===== config.mk =====
export PLATFORM = sky130hd
export DESIGN_NAME = spi_port
export DESIGN_NICKNAME = d
export VERILOG_FILES = /design/src/spi_port_pkg.sv /design/src/spi_rate_gen.sv /design/src/spi_shifter.sv /design/src/spi_port.sv
export SDC_FILE = /design/constraint.sdc
export NUM_CORES = 1
export LEC_CHECK = 0
export BUFFER_PORTS_ARGS = -buffer_cell sky130_fd_sc_hd__buf_2
export CAP_MARGIN = 10
export CORE_UTILIZATION = 40
export CTS_CLUSTER_DIAMETER = 120
export DETAILED_ROUTE_END_ITERATION = 8
export PLACE_DENSITY = 0.59
export SLEW_MARGIN = 25
export SYNTH_ARGS = -nofsm -noshare
export SYNTH_HDL_FRONTEND = slang
export SYNTH_SLANG_ARGS = --single-unit

===== constraint.sdc =====
create_clock -name core_clk -period 4.7 [get_ports core_clk]
set_clock_uncertainty 0.1 [all_clocks]
set_input_delay 0.94 -clock core_clk [delete_from_list [all_inputs] [get_ports core_clk]]
set_output_delay 0.94 -clock core_clk [all_outputs]
set_load 0.01 [all_outputs]

===== src/spi_port_pkg.sv =====
package spi_port_pkg;

  // ***********************************************************
  // Register map and field layout
  // ***********************************************************
  localparam logic [1:0] ADDR_CTRL = 2'h0;
  localparam logic [1:0] ADDR_STAT = 2'h1;
  localparam logic [1:0] ADDR_DATA = 2'h2;

  localparam int STAT_TCF_BIT = 7;
  localparam int STAT_WRITE_COLLISION_FLAG_BIT = 6;
  localparam int STAT_DBL_BIT = 0;

  localparam logic [7:0] CTRL_RST = 8'h00;
  localparam logic [7:0] DATA_RST = 8'h00;
  localparam logic [4:0] STAT_RES_VAL = 5'h00;

  // ***********************************************************
  // Serial clock divisors, in system clocks per serial clock
  // ***********************************************************
  localparam int DIV_N0 = 4;
  localparam int DIV_N1 = 16;
  localparam int DIV_N2 = 64;
  localparam int DIV_N3 = 128;
  localparam int DIV_D0 = 2;
  localparam int DIV_D1 = 8;
  localparam int DIV_D2 = 32;
  localparam int DIV_D3 = 64;

  // Sixteen clock edges make the eight bits of one transfer.
  localparam logic [3:0] LAST_EDGE = 4'hf;

  typedef struct packed {
    logic int_en;
    logic enable;
    logic lsb_first;
    logic master;
    logic clock_polarity_bit;
    logic clock_phase_bit;
    logic [1:0] rate;
  } ctrl_t;

  typedef enum logic [1:0] {
    ST_IDLE = 2'b00,
    ST_SHIFT = 2'b01,
    ST_FINISH = 2'b11
  } xfer_state_t;

  // Half a serial clock period, minus one, in system clocks.
  function automatic logic [6:0] half_load(input logic [1:0] rate,
                                           input logic dbl);
    int div;
    div = DIV_N0;
    unique case ({dbl, rate})
      3'b000: div = DIV_N0;
      3'b001: div = DIV_N1;
      3'b010: div = DIV_N2;
      3'b011: div = DIV_N3;
      3'b100: div = DIV_D0;
      3'b101: div = DIV_D1;
      3'b110: div = DIV_D2;
      3'b111: div = DIV_D3;
    endcase
    return 7'(div / 2 - 1);
  endfunction : half_load

  function automatic logic first_bit(input logic [7:0] v,
                                     input logic lsb);
    return lsb ? v[0] : v[7];
  endfunction : first_bit

endpackage : spi_port_pkg


===== src/spi_rate_gen.sv =====
`timescale 1ns/10ps
module spi_rate_gen #(
  parameter int CNT_W = 7
) (
  input wire logic core_clk,
  input wire logic rst_n,
  input wire logic run,
  input wire logic [CNT_W-1:0] half,
  output logic tick
);

  logic [CNT_W-1:0] cnt_q;

  initial begin
    if (CNT_W < 1) begin
      $error("spi_rate_gen: CNT_W must be at least 1");
    end
  end

  // The counter is held at its load value while stopped, so the first
  // edge of a transfer comes one full half period after the start.
  always_ff @(posedge core_clk or negedge rst_n) begin
    if (!rst_n) begin
      cnt_q <= '0;
    end else if (!run || cnt_q == '0) begin
      cnt_q <= half;
    end else begin
      cnt_q <= cnt_q - 1'b1;
    end
  end

  assign tick = run && (cnt_q == '0);

endmodule : spi_rate_gen


===== src/spi_shifter.sv =====
`timescale 1ns/10ps
module spi_shifter #(
  parameter int WIDTH = 8
) (
  input wire logic core_clk,
  input wire logic rst_n,
  input wire logic load,
  input wire logic [WIDTH-1:0] load_val,
  input wire logic shift,
  input wire logic ser_in,
  input wire logic lsb_first,
  output logic [WIDTH-1:0] q
);

  initial begin
    if (WIDTH < 2) begin
      $error("spi_shifter: WIDTH must be at least 2");
    end
  end

  // One register serves both directions: each shift pushes the outgoing
  // bit away and takes the incoming bit in at the opposite end.
  always_ff @(posedge core_clk or negedge rst_n) begin
    if (!rst_n) begin
      q <= '0;
    end else if (load) begin
      q <= load_val;
    end else if (shift) begin
      q <= lsb_first ? {ser_in, q[WIDTH-1:1]} : {q[WIDTH-2:0], ser_in};
    end
  end

endmodule : spi_shifter


===== src/spi_port.sv =====
`timescale 1ns/10ps
module spi_port
  import spi_port_pkg::*;
(
  input wire logic core_clk,
  input wire logic rst_n,
  input wire logic [1:0] addr,
  input wire logic [7:0] wdata,
  input wire logic wr_stb,
  input wire logic rd_stb,
  output logic [7:0] rdata,
  input wire logic global_int_en,
  input wire logic int_ack,
  output logic irq,
  input wire logic ss_is_output,
  input wire logic ss_n_in,
  input wire logic sck_in,
  output logic sck_out,
  output logic sck_oe,
  input wire logic mosi_in,
  output logic mosi_out,
  output logic mosi_oe,
  input wire logic miso_in,
  output logic miso_out,
  output logic miso_oe
);

  // ***********************************************************
  // Register state and decode
  // ***********************************************************
  ctrl_t ctrl_q;
  xfer_state_t state_q;
  logic dbl_q;
  logic tcf_q;
  logic write_collision_flag_q;
  logic seen_tcf_q;
  logic seen_write_collision_flag_q;
  logic [7:0] rx_buf_q;
  logic [7:0] tx_hold_q;
  logic [7:0] rdata_q;
  logic [3:0] edge_cnt_q;
  logic sck_q;
  logic sck_prev_q;
  logic out_q;
  logic [7:0] shift_q;
  logic [6:0] half_w;
  logic tick;
  logic data_wr;
  logic data_rd;
  logic status_rd;
  logic data_acc;
  logic busy;
  logic start;
  logic mode_fault;
  logic abort;
  logic slave_sel;
  logic edge_ev;
  logic sample_ev;
  logic setup_ev;
  logic last_edge;
  logic ser_in;
  logic shift_load;
  logic [7:0] shift_val;
  logic run;

  assign data_wr = wr_stb && addr == ADDR_DATA;
  assign data_rd = rd_stb && addr == ADDR_DATA;
  assign status_rd = rd_stb && addr == ADDR_STAT;
  assign data_acc = data_wr || data_rd;
  assign busy = state_q != ST_IDLE;
  assign start = data_wr && ctrl_q.enable && !busy;
  assign mode_fault = ctrl_q.enable && ctrl_q.master && !ss_is_output &&
                      !ss_n_in;
  assign abort = !ctrl_q.enable || mode_fault ||
                 (!ctrl_q.master && ss_n_in);
  assign slave_sel = ctrl_q.enable && !ctrl_q.master && !ss_n_in;

  // ***********************************************************
  // Serial clock and edge timing
  // ***********************************************************
  // slave ignores rate
  assign run = ctrl_q.enable && ctrl_q.master && state_q == ST_SHIFT;
  assign half_w = half_load(ctrl_q.rate, dbl_q);

  spi_rate_gen #(
    .CNT_W(7)
  ) u_rate (
    .core_clk(core_clk),
    .rst_n(rst_n),
    .run(run),
    .half(half_w),
    .tick(tick)
  );

  // The slave sees clock edges as changes of the sampled pin, which is
  // why an external master must stay at or below a quarter of core_clk.
  assign edge_ev = ctrl_q.master ? run && tick
                 : slave_sel && (sck_in != sck_prev_q);
  // mode edge choice
  // Phase clear samples on the even edges, which are the leading ones.
  assign sample_ev = edge_ev && (edge_cnt_q[0] == ctrl_q.clock_phase_bit);
  assign setup_ev = edge_ev && !sample_ev;
  assign last_edge = edge_ev && edge_cnt_q == LAST_EDGE;
  assign ser_in = ctrl_q.master ? miso_in : mosi_in;

  always_ff @(posedge core_clk or negedge rst_n) begin
    if (!rst_n) begin
      sck_prev_q <= 1'b0;
    end else begin
      sck_prev_q <= sck_in;
    end
  end

  always_ff @(posedge core_clk or negedge rst_n) begin
    if (!rst_n) begin
      sck_q <= 1'b0;
    end else if (ctrl_q.master && state_q == ST_SHIFT && !abort) begin
      sck_q <= tick ? !sck_q : sck_q;
    end else begin
      sck_q <= ctrl_q.clock_polarity_bit;
    end
  end

  always_ff @(posedge core_clk or negedge rst_n) begin
    if (!rst_n) begin
      edge_cnt_q <= '0;
    end else if (abort) begin
      edge_cnt_q <= '0;
    end else if (edge_ev) begin
      edge_cnt_q <= edge_cnt_q + 4'h1;
    end
  end

  always_ff @(posedge core_clk or negedge rst_n) begin
    if (!rst_n) begin
      state_q <= ST_IDLE;
    end else if (abort) begin
      state_q <= ST_IDLE;
    end else begin
      unique case (state_q)
        ST_IDLE: begin
          if ((start && ctrl_q.master) || edge_ev) begin
            state_q <= ST_SHIFT;
          end
        end
        ST_SHIFT: begin
          if (last_edge) begin
            state_q <= ST_FINISH;
          end
        end
        ST_FINISH: begin
          state_q <= ST_IDLE;
        end
        default: begin
          state_q <= ST_IDLE;
        end
      endcase
    end
  end

  // ***********************************************************
  // Shift register and pin drive
  // ***********************************************************
  // A torn slave transfer restores the last written byte, so the next
  // select sends it again instead of leftover half-shifted bits.
  assign shift_load = start || (abort && busy);
  assign shift_val = start ? wdata : tx_hold_q;

  spi_shifter #(
    .WIDTH(8)
  ) u_shift (
    .core_clk(core_clk),
    .rst_n(rst_n),
    .load(shift_load),
    .load_val(shift_val),
    .shift(sample_ev && !abort),
    .ser_in(ser_in),
    .lsb_first(ctrl_q.lsb_first),
    .q(shift_q)
  );

  always_ff @(posedge core_clk or negedge rst_n) begin
    if (!rst_n) begin
      tx_hold_q <= DATA_RST;
    end else if (start) begin
      tx_hold_q <= wdata;
    end
  end

  always_ff @(posedge core_clk or negedge rst_n) begin
    if (!rst_n) begin
      out_q <= 1'b0;
    end else if (shift_load) begin
      out_q <= first_bit(shift_val, ctrl_q.lsb_first);
    end else if (setup_ev) begin
      out_q <= first_bit(shift_q, ctrl_q.lsb_first);
    end
  end

  assign sck_out = sck_q;
  assign sck_oe = ctrl_q.enable && ctrl_q.master;
  assign mosi_out = out_q;
  assign mosi_oe = ctrl_q.enable && ctrl_q.master;
  assign miso_out = out_q;
  assign miso_oe = slave_sel;

  // ***********************************************************
  // Registers
  // ***********************************************************
  always_ff @(posedge core_clk or negedge rst_n) begin
    if (!rst_n) begin
      ctrl_q <= ctrl_t'(CTRL_RST);
    end else if (mode_fault) begin
      ctrl_q.master <= 1'b0;
    end else if (wr_stb && addr == ADDR_CTRL) begin
      ctrl_q <= ctrl_t'(wdata);
    end
  end

  always_ff @(posedge core_clk or negedge rst_n) begin
    if (!rst_n) begin
      dbl_q <= 1'b0;
    end else if (wr_stb && addr == ADDR_STAT) begin
      dbl_q <= wdata[STAT_DBL_BIT];
    end
  end

  always_ff @(posedge core_clk or negedge rst_n) begin
    if (!rst_n) begin
      rx_buf_q <= DATA_RST;
    end else if (state_q == ST_FINISH) begin
      rx_buf_q <= shift_q;
    end
  end

  always_ff @(posedge core_clk or negedge rst_n) begin
    if (!rst_n) begin
      seen_tcf_q <= 1'b0;
      seen_write_collision_flag_q <= 1'b0;
    end else if (status_rd) begin
      seen_tcf_q <= tcf_q;
      seen_write_collision_flag_q <= write_collision_flag_q;
    end else if (data_acc) begin
      seen_tcf_q <= 1'b0;
      seen_write_collision_flag_q <= 1'b0;
    end
  end

  // A new completion in the clearing cycle wins over the clear.
  always_ff @(posedge core_clk or negedge rst_n) begin
    if (!rst_n) begin
      tcf_q <= 1'b0;
    end else if (state_q == ST_FINISH || mode_fault) begin
      tcf_q <= 1'b1;
    end else if (int_ack || (data_acc && (seen_tcf_q || seen_write_collision_flag_q))) begin
      tcf_q <= 1'b0;
    end
  end

  always_ff @(posedge core_clk or negedge rst_n) begin
    if (!rst_n) begin
      write_collision_flag_q <= 1'b0;
    end else if (data_wr && busy) begin
      write_collision_flag_q <= 1'b1;
    end else if (data_acc && seen_write_collision_flag_q) begin
      write_collision_flag_q <= 1'b0;
    end
  end

  always_ff @(posedge core_clk or negedge rst_n) begin
    if (!rst_n) begin
      rdata_q <= 8'h00;
    end else if (rd_stb) begin
      unique case (addr)
        ADDR_CTRL: rdata_q <= ctrl_q;
        ADDR_STAT: rdata_q <= {tcf_q, write_collision_flag_q, STAT_RES_VAL, dbl_q};
        ADDR_DATA: rdata_q <= rx_buf_q;
        default: rdata_q <= 8'h00;
      endcase
    end else begin
      rdata_q <= 8'h00;
    end
  end

  assign rdata = rdata_q;
  assign irq = tcf_q && ctrl_q.int_en && global_int_en;

  logic [7:0] gap_q;
  logic gap_ok_q;
  always_ff @(posedge core_clk or negedge rst_n) begin
    if (!rst_n) begin
      gap_q <= 8'h00;
      gap_ok_q <= 1'b0;
    end else if (!run) begin
      gap_q <= 8'h00;
      gap_ok_q <= 1'b0;
    end else if (tick) begin
      gap_q <= 8'h00;
      gap_ok_q <= 1'b1;
    end else begin
      gap_q <= gap_q + 8'h01;
    end
  end
endmodule : spi_port


---- Word level (Yosys, flattened, before mapping) ----
Memories as Yosys holds them, arrays and structs flattened.
Cells that the tools add are included.
storage, ports and cells
  bits in registers ....................... 61
  latch bits .............................. 0
  RAM bits ................................ 0
  bits in read-only memories .............. 56
  input port bits ......................... 21
  output and inout port bits .............. 15
  word-level logic and storage cells ...... 130
  memories ................................ 1
memories
  name             words  bits a word  read ports  clocked after Yosys merged registers in  wr ports  RTL line            source
  (no name shown)  8      7            1           0                                        0         spi_port_pkg.sv:54  unique case ({dbl, rate})
operators by class
  $add $sub $neg .......................... 4
  $mul .................................... 0
  div/mod/pow operators ................... 0
  order comparisons ....................... 0
  equal/unequal tests ..................... 10
  shift operators ......................... 0
  mux-type cells .......................... 30
  bitwise logic cells ..................... 2
  reductions and logical operators ........ 61
operator list
  cell                   number
  $mux W8                5
  $logic_and A1 B1 Y1    30
  $pmux W8 S3            1
  $mux W1                16
  $reduce_bool A2 Y1     8
  $logic_not A1 Y1       9
  $logic_or A1 B1 Y1     9
  $mux W4                2
  $add A7 B1 Y7          1
  $logic_not A7 Y1       1
  $mux W7                1
  $sub A7 B1 Y7 const B  1
  $sub A7 B2 Y7 const B  1
  $mux W2                3
  $ne A3 B3 Y1 const B   2
  $mux W5                1
  $add A4 B1 Y4 const B  1
  $eq A2 B1 Y1 const B   2
  $eq A2 B2 Y1 const B   2
  $eq A4 B4 Y1 const B   1
  $logic_not A2 Y1       2
  $pmux W2 S2            1
  $reduce_and A2 Y1      2
  $ne A2 B2 Y1 const B   1
  4 further kinds        4

---- Logic depth before layout (Yosys ltp) ----
Gate-level depths: netlist of run 1.
  depth in word-level cells ............... 10
  gate-level depth with buffers ........... 8
  gate-level depth less buffers ........... 7

---- Hierarchy ----
A second synthesis of run 1 with hierarchy kept.
second synthesis, totals
  cells, all modules ...................... 266
  area, all modules ....................... 3136.8 um2
by module, submodules not included
  module        instances  cells an instance  area each (um2)  sequential area each (um2)
  spi_port      1          181                2227.1           1151.1
  spi_shifter   1          44                 478.0            200.2
  spi_rate_gen  1          41                 431.7            175.2

---- Least setup slack after synthesis of run 1 ----
No wires, ideal clock.
  kind .................................... input to register
  from .................................... input ss_n_in
  to ...................................... register u_shift.q[0]
  library setup time ...................... 0.144 ns
  arrival ................................. 2.355 ns
  data required time ...................... 4.456 ns
  setup slack ............................. 2.101 ns
  cell stages on the path ................. 5
  path buffers ............................ 0
  cells stage by stage .................... nor3b_1 nand2_1 a211oi_4 mux2i_1 a21oi_1
on the way
  cells in the longest elaborated chain, start to end .. 7
  elaborated cells between the ends (all ways) .. 15
  those cells by class .................... mux: 2; reduce/logical: 13
ends and longest elaborated chain
  item                                                            RTL line                          source
  start: declaration                                              spi_port.sv:16                    input wire logic ss_n_in,
  $logic_not A1 Y1                                                spi_port.sv:73, spi_port.sv:76
  $logic_and A1 B1 Y1, on equally long branches                   spi_port.sv:76, spi_port.sv:72
  $logic_and A1 B1 Y1 or $logic_or A1 B1 Y1 (tied branches)       spi_port.sv:98, spi_port.sv:74
  $mux W1 or $logic_or A1 B1 Y1 (tied branches)                   spi_port.sv:97, spi_port.sv:74
  $logic_and A1 B1 Y1, or another cell as far along               spi_port.sv:101                   assign sample_ev = edge_ev && (edge_cnt_q[0] == ctrl_q.clock_phase_bit);
  $logic_and A1 B1 Y1 or $logic_or A1 B1 Y1 (tied branches)       spi_port.sv:176, spi_port.sv:166
  $reduce_bool A2 Y1 (no source line) or $mux W8 (tied branches)  --
  end signal: assignment                                          spi_shifter.sv:27                 q <= load_val;
  end signal: assignment                                          spi_shifter.sv:29                 q <= lsb_first ? {ser_in, q[WIDTH-1:1]} : {q[WIDTH-2:0], ser_in};
  end: declaration                                                spi_shifter.sv:12                 output logic [WIDTH-1:0] q
Parallel ways exist; a longest one is shown, timed or not.
A chain may end at the register's enable or synchronous reset.

---- Worst setup path after layout of run 1 ----
  from .................................... register u_rate.cnt_q[0]
  to ...................................... register u_shift.q[7]
on the way
  cells in the longest elaborated chain, start to end .. 7
ends and longest elaborated chain
  item                                 RTL line            source
  start: declaration                   spi_rate_gen.sv:12  logic [CNT_W-1:0] cnt_q;
  start signal: assignment             spi_rate_gen.sv:26  cnt_q <= half;
  start signal: assignment             spi_rate_gen.sv:28  cnt_q <= cnt_q - 1'b1;
  $logic_not A7 Y1                     spi_rate_gen.sv:32  assign tick = run && (cnt_q == '0);
  $logic_and A1 B1 Y1                  spi_rate_gen.sv:32
  $logic_and A1 B1 Y1                  spi_port.sv:97      assign edge_ev = ctrl_q.master ? run && tick
  $mux W1                              spi_port.sv:97
  $logic_and A1 B1 Y1                  spi_port.sv:101
  $logic_and A1 B1 Y1                  spi_port.sv:176     .shift(sample_ev && !abort),
  $reduce_bool A2 Y1 (no source line)  --
Every way passes these cells.

==> results of run 1 <==
==> registers in the layout (all words and copies together) (netlist names), 2 cells and up <==
register and count:
ctrl_q 8, edge_cnt_q 4, rdata 8, rx_buf_q 8, state_q 2, tx_hold_q 8
u_rate.cnt_q 7, u_shift.q 8
==> metal layers <==
layer  global-route usage (%)  routed length, µm  vias up
li1                         -                  -     1021
met1                     26.3               3190     1026
met2                     26.1               2760       42
met3                     4.62                235        6
met4                     6.60                 73        0
met5                        0                  0        -
==> critical path: stages (launching register included) <==
cell      delay [ns]
dfrtp_1         0.40
inv_1           0.06
ha_1            0.16
or4b_4          0.50
or4_4           0.54
a211oi_4        0.56
mux2i_1         0.26
a21oi_1         0.08
==> cell usage in the layout, fill, tap and decap left out, types with 2 or more instances in the layout <==
cell      count
nand2_1      23
mux2_2       30
clkinv_2      2
nor3b_1       3
mux2i_1      22
nor2_1       28
buf_2        35
nand3b_1      2
a31oi_1       5
clkbuf_8     10
a21oi_1      14
xor2_1        4
nand2b_1      4
nor3_1        2
a211oi_1      2
dfrtp_1      61
inv_1         6
o21ai_0       8
xnor2_1       5
o21ai_1       6
ha_1          3
clkbuf_1      2
nand3_1       4
nor2b_1       3
and2_1        2
==> cell families after synthesis <==
| logic type | after synthesis | synth area share (%) |
|---|---|---|
| multiplexers | 52 | 18.8 |
| buffers and inverters | 18 | 2.53 |
| AO/OA/AOI/OAI | 45 | 9.49 |
| adder cells (fa/ha/maj) | 3 | 1.27 |
| XOR/XNOR | 9 | 2.66 |
| flip-flops | 61 | 51.5 |
| AND/OR/NAND/NOR | 82 | 13.8 |
==> worst max-delay path by stage <==
stage                              start                  endpoint  slack, ns  cells after the start
5_1_grt        u_rate.cnt_q[0]$_DFF_PN0_  u_shift.q[6]$_DFFE_PN0P_       1.76                      7
6_report       u_rate.cnt_q[0]$_DFF_PN0_  u_shift.q[7]$_DFFE_PN0P_       1.91                      7
2_1_floorplan                    ss_n_in  u_shift.q[0]$_DFFE_PN0P_       2.10                      5
4_1_cts        u_rate.cnt_q[0]$_DFF_PN0_  u_shift.q[7]$_DFFE_PN0P_       1.89                      7
3_3_place_gp                     addr[1]      miso_out$_DFFE_PN0P_       1.85                      6
3_5_place_dp                     addr[1]      miso_out$_DFFE_PN0P_       1.81                      6
==> power groups by stage <==
stage,sequential (mW),clock [mW],combinational [mW]
2_1_floorplan,0.698,0,0.264
3_3_place_gp,0.751,0,0.317
3_5_place_dp,0.752,0,0.320
4_1_cts,0.742,0.474,0.322
5_1_grt,0.758,0.498,0.360
6_report,0.743,0.461,0.317
==> cell type report <==
class,count,area (µm²),share of cell area [%]
clock buffer,12,145,4.25
inverter,6,22.5,0.660
timing repair buffer,36,183,5.35
sequential,61,1530,44.7
multi-input combinational,191,1370,40.0
clock inverter,4,47.5,1.39
tap,99,124,3.63
==> stage by stage <==
stage               utilization [%]  area [µm²]  instances
finish                         47.3        3410        409
global route                   47.3        3410        409
CTS                            47.3        3410        409
detailed placement             44.6        3220        393
global placement               44.6        3220        393
floorplan                         -        2970        270
==> results_dict.tcl, run 1 <==
set metrics [dict create \
    finalCriticalPeriod_ns 2.79 \
    area_growth_pct 15.1 \
    synth_seq_area_share_pct 51.5 \
    layout.nets 329 \
    synth_area_leaders "dfrtp_1 51%, mux2_2 11%, mux2i_1 7.4%, nor2_1 3.5%, nand2_1 2.9%" \
    max_freq_ghz 0.358 \
    critPathCaptureType "flop" \
    drc 0 \
    startpoint_type "flop" \
    cap_violations 0 \
    synth_top_area_cell "dfrtp_1" \
    postSynthAreaPerCell_um2 11.0 \
    cts.hold.buffers_added 0 \
    die_h_um 88.1 \
    cts_resized 0 \
    post_cts_buffers 0 \
    start_util_pct 41.1 \
    setup_viol 0 \
    antenna_cells 0 \
    cts_tree "yes" \
    clk_path_buf_depth 2 \
    yosys.cell_types.count 45 \
    clk_pin_slew_ns 0.07 \
    die_w_um 88.1 \
    yosys.area.top_type_share_pct 51.5 \
    num_rows 31 \
    dp_hpwl_um 4460 \
    status "finished clean" \
    max_slew.worst_pin.slew_ns 0.911 \
    powerDensity_nw_per_um2 446 \
    insertion_delay_ns 0.33 \
    seq_power_share_pct 48.9 \
    min_path_cells 1 \
    worst_slack_ns 1.91 \
    fin_hold_ws_ns 0.378 \
    synth.most_common_cell "dfrtp_1" \
    cp_max_fo 8 \
    synth_common_cells "61 x dfrtp_1, 30 x mux2_2, 28 x nor2_1" \
    post-route-period-util_pct 59.4 \
    synth_ff_type "dfrtp_1" \
    p_sw_share_pct 30.9 \
    ir_worst_vdd_mv 0.210 \
    htree_levels 3 \
    detail-route-antenna-nets 0 \
    hp-class "reg2reg" \
    intPower_mw 1.05 \
    grt_antenna_before_repair 0 \
    track_usage_pct 18.1 \
    relSlewSlack_pct 39.2 \
    rsz0062_at_grt "false" \
    grt_pass1_vias 2047 \
    p_sw_uw 469 \
    path_class "reg2reg" \
    fin_total_pwr_mw 1.52 \
    worst_hold_startpoint "u_rate.cnt_q[0]$_DFF_PN0_" \
    drt-total-wl_um 6270 \
    r2r-start "u_rate.cnt_q[0]$_DFF_PN0_" \
    grt_remaining_overflow 0 \
    holdPathEnd "u_rate.cnt_q[0]$_DFF_PN0_" \
    syn_area_um2 2970 \
    rr_endpoint "u_shift.q[7]$_DFFE_PN0P_" \
    yosys_warnings 0 \
    clockPowerShare_pct 30.3 \
    fp.coreArea_um2 7210 \
    gp_congestion 0.785 \
    hold_viol 0 \
    synth_nets 294 \
    fill_cells 693 \
    routed_via_density 5.12 \
    grt_pass1_wl_um 10300 \
    cp.required_ns 4.80 \
    drtIter0Drc 131 \
    drive_gt1_share_pct 28.1 \
    cts_root_buffer "clkbuf_8" \
    pre_cts_slack_ns 1.81 \
    setup_tns_ns 0 \
    slew_violations 0 \
    synth-seq-cells 61 \
    cts_sinks 61 \
    firstDrtPassIters 4 \
    synth-edff-count 0 \
    cp.arrival_ns 2.89 \
    reg2regPathDepth 7 \
    power_frac_comb_pct 20.8 \
    wl_per_cell_um 15.3 \
    cts-buffers-inserted 9 \
    netlist_instances 270 \
    die-area_um2 7770 \
    async_flop_share_pct 100 \
    num_vias 2095 \
    portBuffers 35 \
    reg2reg_slack_ns 1.91 \
    top_level_ports 36 \
    leakage_nw 1.58 \
    grt_max_degree 35 \
]
Power figures use the tool's default switching activity.
==> inputs of run 2 (changes only) <==
--- a/config.mk
+++ b/config.mk
@@ -5,12 +5,13 @@
 export SDC_FILE = /design/constraint.sdc
 export NUM_CORES = 1
 export LEC_CHECK = 0
+export ABC_AREA = 1
 export BUFFER_PORTS_ARGS = -buffer_cell sky130_fd_sc_hd__buf_2
 export CAP_MARGIN = 10
 export CORE_UTILIZATION = 40
 export CTS_CLUSTER_DIAMETER = 120
 export DETAILED_ROUTE_END_ITERATION = 8
-export PLACE_DENSITY = 0.59
+export PLACE_DENSITY = 0.61
 export SLEW_MARGIN = 25
 export SYNTH_ARGS = -nofsm -noshare
 export SYNTH_HDL_FRONTEND = slang
==> constraint.sdc (replaced) <==
create_clock -name core_clk -period 2.3 [get_ports core_clk]
set_clock_uncertainty 0.1 [all_clocks]
set_input_delay 0.46 -clock core_clk [delete_from_list [all_inputs] [get_ports core_clk]]
set_output_delay 0.46 -clock core_clk [all_outputs]
set_load 0.01 [all_outputs]
==> run 2 against run 1 <==
Sequential power increased by 110%. Cell count up 31%. Core utilization grew 1.2 points. Clock power increased by 90%. Synthesized cell count up 44%. Register-to-register slack worse by 1.5 ns. First-iteration DRC count grew 26%. Combinational power rose to 3.3 times the previous value. Sequential share of layout area decreased by 2.3 points. Non-clock buffer count rose by 2.
==> results_dict.tcl, run 2 <==
set metrics [dict create \
    die-area_um2 8210 \
    holdPathEnd "sck_prev_q$_DFF_PN0_" \
    yosys.cell_types.count 32 \
    top_level_ports 36 \
    worst_hold_startpoint "sck_in" \
    antenna_cells 0 \
    layout_common_cells "124 x nand2_1, 61 x dfrtp_1, 42 x inv_1" \
    startpoint_type "flop" \
    final_common_cell "nand2_1" \
    synth_area_leaders "dfrtp_1 49%, nand2_1 15%, o21ai_0 5.4%, nand3_1 5.3%, inv_1 5.0%" \
    cts_resized 0 \
    fin_cells 534 \
    finalCriticalPeriod_ns 1.89 \
    synth.most_common_cell "nand2_1" \
    multiInputGateArea_um2 1380 \
    final_util_pct 48.5 \
    dp_hpwl_um 5240 \
    ir_worst_vdd_mv 0.512 \
    insertion_delay_ns 0.34 \
    setup_viol 0 \
    cts-buffers-inserted 9 \
    synth_seq_area_share_pct 48.6 \
    fp.coreArea_um2 7410 \
    path_class "reg2out" \
    async_flop_share_pct 100 \
    use_met1_pct 26.8 \
    slew_violations 0 \
    post-route-period-util_pct 82.0 \
    p_sw_share_pct 36.4 \
    reg2reg_slack_ns 0.45 \
    clk_pin_slew_ns 0.07 \
    routed_via_density 4.90 \
    final-seq-area_um2 1530 \
    seq_power_share_pct 44.3 \
    yosys_warnings 0 \
    num_vias 2617 \
    die_w_um 90.6 \
    drc 0 \
    intPower_mw 2.20 \
    start_util_pct 42.4 \
    detail-route-antenna-nets 0 \
    max_freq_ghz 0.530 \
    placed_cell_area_um2 3410 \
    synth-seq-cells 61 \
    cts_tree "yes" \
    max_slew.worst_pin.slew_ns 0.528 \
    relSlewSlack_pct 64.8 \
    fin_hold_ws_ns 0.146 \
    reg2regPathDepth 10 \
    min_path_cells 1 \
    cap_violations 0 \
    cp.required_ns 1.74 \
    status "finished clean" \
    rsz0062_at_grt "false" \
    fin_total_pwr_mw 3.45 \
    grt_antenna_before_repair 0 \
    synth_top_area_cell "dfrtp_1" \
    layout.nets 455 \
    drive_gt1_share_pct 17.9 \
    firstDrtPassIters 4 \
    worst_slack_ns 0.413 \
    synth_nets 414 \
    critPathCaptureType "primary output" \
    final_area_um2 3600 \
    area_growth_pct 14.5 \
    clk_path_buf_depth 2 \
    synth_ff_type "dfrtp_1" \
    yosys.area.top_type_share_pct 48.6 \
    cts_root_buffer "clkbuf_8" \
    rr_endpoint "u_shift.q[2]$_DFFE_PN0P_" \
    grt_busiest_layer "met2" \
    cts_sinks 61 \
    hold_viol 0 \
    die_h_um 90.6 \
    netlist_instances 390 \
    synth-edff-count 0 \
    num_rows 31 \
    grt_pass1_wl_um 12400 \
    r2r-start "state_q[1]$_DFFE_PN0P_" \
    grt_pass1_vias 2593 \
    hp-class "in2reg" \
    dp_cells 518 \
    syn_area_um2 3140 \
    power_frac_comb_pct 30.3 \
    htree_levels 3 \
    powerDensity_nw_per_um2 961 \
    p_sw_mw 1.26 \
    met2_usage_pct 29.7 \
    pre_cts_slack_ns 0.397 \
    cp.arrival_ns 1.33 \
    clockPowerShare_pct 25.4 \
    fill_cells 727 \
    gp_congestion 0.820 \
    grt.met3_usage_pct 4.71 \
    cp_max_fo 6 \
    synth_common_cells "124 x nand2_1, 61 x dfrtp_1, 42 x inv_1" \
    portBuffers 35 \
    wl_per_cell_um 13.3 \
    track_usage_pct 19.5 \
    setup_tns_ns 0 \
    grt_remaining_overflow 0 \
    leakage_nw 1.87 \
    drt-total-wl_um 7080 \
    grt_max_degree 43 \
    postSynthAreaPerCell_um2 8.05 \
    drtIter0Drc 165 \
]
[run 2: power groups by stage]
stage,Clock [mW],Combinational (mW),Sequential (mW)
2_1_floorplan,0,0.804,1.49
3_3_place_gp,0,1.04,1.55
3_5_place_dp,0,1.05,1.55
4_1_cts,0.904,1.05,1.53
5_1_grt,0.956,1.21,1.57
6_report,0.878,1.05,1.53
[run 2: final cells by class]
type / instances / share of cell area [%]
flip-flops and latches: 61 / 42.4
well taps: 99 / 3.44
multi-input cells: 276 / 38.3
repair buffers: 38 / 5.92
clock buffers: 14 / 4.80
clock inverters: 1 / 0.139
inverters: 45 / 4.91
[run 2: how the worst max path moves through the flow]
stage / from / endpoint / depth (start not counted)
2_1_floorplan: ss_n_in / u_shift.q[6]$_DFFE_PN0P_ / 6
3_3_place_gp: addr[0] / u_shift.q[1]$_DFFE_PN0P_ / 11
3_5_place_dp: addr[0] / u_shift.q[4]$_DFFE_PN0P_ / 11
4_1_cts: ctrl_q[4]$_DFFE_PN0P_ / miso_oe / 2
5_1_grt: state_q[1]$_DFFE_PN0P_ / u_shift.q[2]$_DFFE_PN0P_ / 10
6_report: ctrl_q[4]$_DFFE_PN0P_ / miso_oe / 2
[run 2: cells by family (layout without fill, tap and decap cells)]
logic type | after synthesis | after routing | synth area share [%]
fa+ha+maj | 3 | 3 | 1.20
buf+inv | 53 | 98 | 7.49
flops | 61 | 61 | 48.6
compound gates | 52 | 52 | 8.80
xor+xnor | 7 | 7 | 1.95
mux | 5 | 5 | 1.75
simple gates | 209 | 209 | 30.2
[run 2: layer usage]
layer | vias up | wire, µm
met3 | 10 | 308
met4 | 0 | 141
met1 | 1227 | 3370
li1 | 1323 | -
met5 | - | 0
met2 | 57 | 3260
[run 2: critical path: stages, from the launching register on]
cell     delay [ns]
dfrtp_1        0.46
nor3_1         0.33
buf_2          0.20
[run 2: timing repair]
action                     in CTS  in global routing
hold buffers                    1                  0
setup endpoints to repair       0                  0
hold endpoints to repair       19                  0
setup buffers                   0                  0
==> inputs of run 3 (changes only) <==
--- a/config.mk
+++ b/config.mk
@@ -5,13 +5,13 @@
 export SDC_FILE = /design/constraint.sdc
 export NUM_CORES = 1
 export LEC_CHECK = 0
-export ABC_AREA = 1
+export ABC_AREA = 0
 export BUFFER_PORTS_ARGS = -buffer_cell sky130_fd_sc_hd__buf_2
 export CAP_MARGIN = 10
 export CORE_UTILIZATION = 40
 export CTS_CLUSTER_DIAMETER = 120
 export DETAILED_ROUTE_END_ITERATION = 8
-export PLACE_DENSITY = 0.61
+export PLACE_DENSITY = 0.59
 export SLEW_MARGIN = 25
 export SYNTH_ARGS = -nofsm -noshare
 export SYNTH_HDL_FRONTEND = slang
==> constraint.sdc (replaced) <==
create_clock -name core_clk -period 1.9 [get_ports core_clk]
set_clock_uncertainty 0.1 [all_clocks]
set_input_delay 0.38 -clock core_clk [delete_from_list [all_inputs] [get_ports core_clk]]
set_output_delay 0.38 -clock core_clk [all_outputs]
set_load 0.01 [all_outputs]
==> run 3 against run 2 <==
The flow now finishes with violations (negative setup slack). First-iteration DRC count shrank 27%. Sequential share of layout area decreased by 3.0 points. Non-clock buffer count increased by 42. Clock power grew 16%. Register-to-register slack worse by 1.0 ns. Core utilization up 5.2 points. Sequential power increased by 18%. Largest power group unchanged. Highest routed layer unchanged.
==> results_dict.tcl, run 3 (synthesis results as in run 1) <==
set metrics [dict create \
    status "finished, violations left" \
    violations "negative setup slack" \
    ir_worst_vdd_mv 0.700 \
    clk_pin_slew_ns 0.06 \
    grt_antenna_before_repair 0 \
    die-area_um2 7770 \
    finalCriticalPeriod_ns 2.45 \
    cts-buffers-inserted 9 \
    track_usage_pct 19.2 \
    cts_sinks 61 \
    fin_cells 453 \
    dp_cells 433 \
    num_rows 31 \
    critPathCaptureType "flop" \
    slowest_stage "or4_4" \
    gp_congestion 0.797 \
    cp.arrival_ns 2.57 \
    hold_viol 0 \
    path_cells "inv_2 > ha_4 > or4b_4 > or4_4 > a211oi_4 > buf_12 > mux2i_1 > a21oi_1" \
    hp-class "in2reg" \
    portBuffers 35 \
    rsz0062_at_grt "true" \
    firstDrtPassIters 4 \
    cp_slowest_stage_delay_ns 0.47 \
    drtIter0Drc 120 \
    area_growth_pct 30.6 \
    layout_common_cells "60 x dfrtp_1, 39 x buf_4, 35 x buf_2" \
    fin_total_pwr_mw 3.88 \
    cts_tree "yes" \
    dp_hpwl_um 4920 \
    die_w_um 88.1 \
    start_util_pct 41.1 \
    insertion_delay_ns 0.33 \
    leakage_nw 1.80 \
    startpoint_type "flop" \
    drive_gt1_share_pct 40.4 \
    layout.nets 373 \
    wl_per_cell_um 15.0 \
    grt_pass1_wl_um 11000 \
    cap_violations 0 \
    setup_viol 22 \
    cts_root_buffer "clkbuf_8" \
    clk_path_buf_depth 2 \
    max_freq_ghz 0.407 \
    drc 0 \
    final_common_cell "dfrtp_1" \
    die_h_um 88.1 \
    top_level_ports 36 \
    path_class "reg2reg" \
    htree_levels 3 \
    cp_max_fo 8 \
    fp.coreArea_um2 7210 \
    num_vias 2295 \
    pre_cts_slack_ns -0.618 \
    worst_slack_ns -0.555 \
    relSlewSlack_pct 65.8 \
    detail-route-antenna-nets 0 \
    slew_violations 0 \
    cp.required_ns 2.02 \
    grt_pass1_vias 2213 \
    grt_max_degree 62 \
    antenna_cells 0 \
    path_buf_inv 2 \
    grt_remaining_overflow 0 \
    powerDensity_nw_per_um2 1000 \
    post-route-period-util_pct 129 \
    max_slew.worst_pin.slew_ns 0.513 \
    routed_via_density 5.07 \
    setup_tns_ns -6.43 \
    fin_hold_ws_ns 0.0716 \
    drt-total-wl_um 6790 \
    crit_family "simple AND/OR/NAND/NOR gates" \
]
run 3: cell types whose count changed in the layout (fill, tap and decap cells not counted), sizes merged, moves of 21 or more:
cell,change
buf,+42
inv,-39
mux2,+26
mux2i,+21
nand2,-116
nand3,-30
o21ai,-21
run 3: cell type report:
| cell class | count | area, µm² |
|---|---|---|
| Fill cell | 687 | 3340 |
| Sequential cell | 61 | 1530 |
| Multi-Input combinational cell | 191 | 1450 |
| Timing Repair Buffer | 80 | 569 |
| Clock buffer | 12 | 155 |
| Tap cell | 99 | 124 |
| Clock inverter | 4 | 22.5 |
| Inverter | 6 | 22.5 |
run 3: what timing repair did:
item,CTS,global route
pin swaps,2,9
buffers inserted,2,1
setup endpoints to repair,23,23
gates resized for setup,10,9
hold buffers,1,0
hold endpoints to repair,61,0
run 3: report_power, final:
| part | total, mW | internal [mW] | switching, mW |
|---|---|---|---|
| logic | 1.06 | 0.558 | 0.506 |
| registers | 1.80 | 1.56 | 0.238 |
| clock network | 1.02 | 0.537 | 0.480 |
| total | 3.88 | 2.66 | 1.22 |
run 3: final timing paths:
| kind | startpoint | to | slack (ns) | cells after the start |
|---|---|---|---|---|
| max | u_rate.cnt_q[0]$_DFF_PN0_ | u_shift.q[0]$_DFFE_PN0P_ | -0.55 | 8 |
| min | sck_in | sck_prev_q$_DFF_PN0_ | 0.07 | 1 |
| max reg2reg | u_rate.cnt_q[0]$_DFF_PN0_ | u_shift.q[0]$_DFFE_PN0P_ | -0.55 | 8 |
| min reg2reg | tx_hold_q[4]$_DFF_PN0_ | tx_hold_q[4]$_DFF_PN0_ | 0.40 | 1 |
| max in group asynchronous | rst_n | ctrl_q[6]$_DFFE_PN0P_ | 0.93 | 3 |
| min in group asynchronous | rst_n | u_rate.cnt_q[5]$_DFF_PN0_ | 0.46 | 3 |
run 3: metal layers:
layer  track usage, %  wire length [µm]  up-vias
met2             29.6              3140       54
met5                0                 0        -
met4             7.33               144        0
met1             25.7              3240     1121
li1                 -                 -     1110
met3             5.37               271       10
run 3: stage by stage:
stage / cell area [µm²] / utilization [%]
finish: 3870 / 53.7
detailed placement: 3570 / 49.5
global placement: 3570 / 49.5
CTS: 3820 / 52.9
floorplan: 2970 / -
global route: 3870 / 53.7
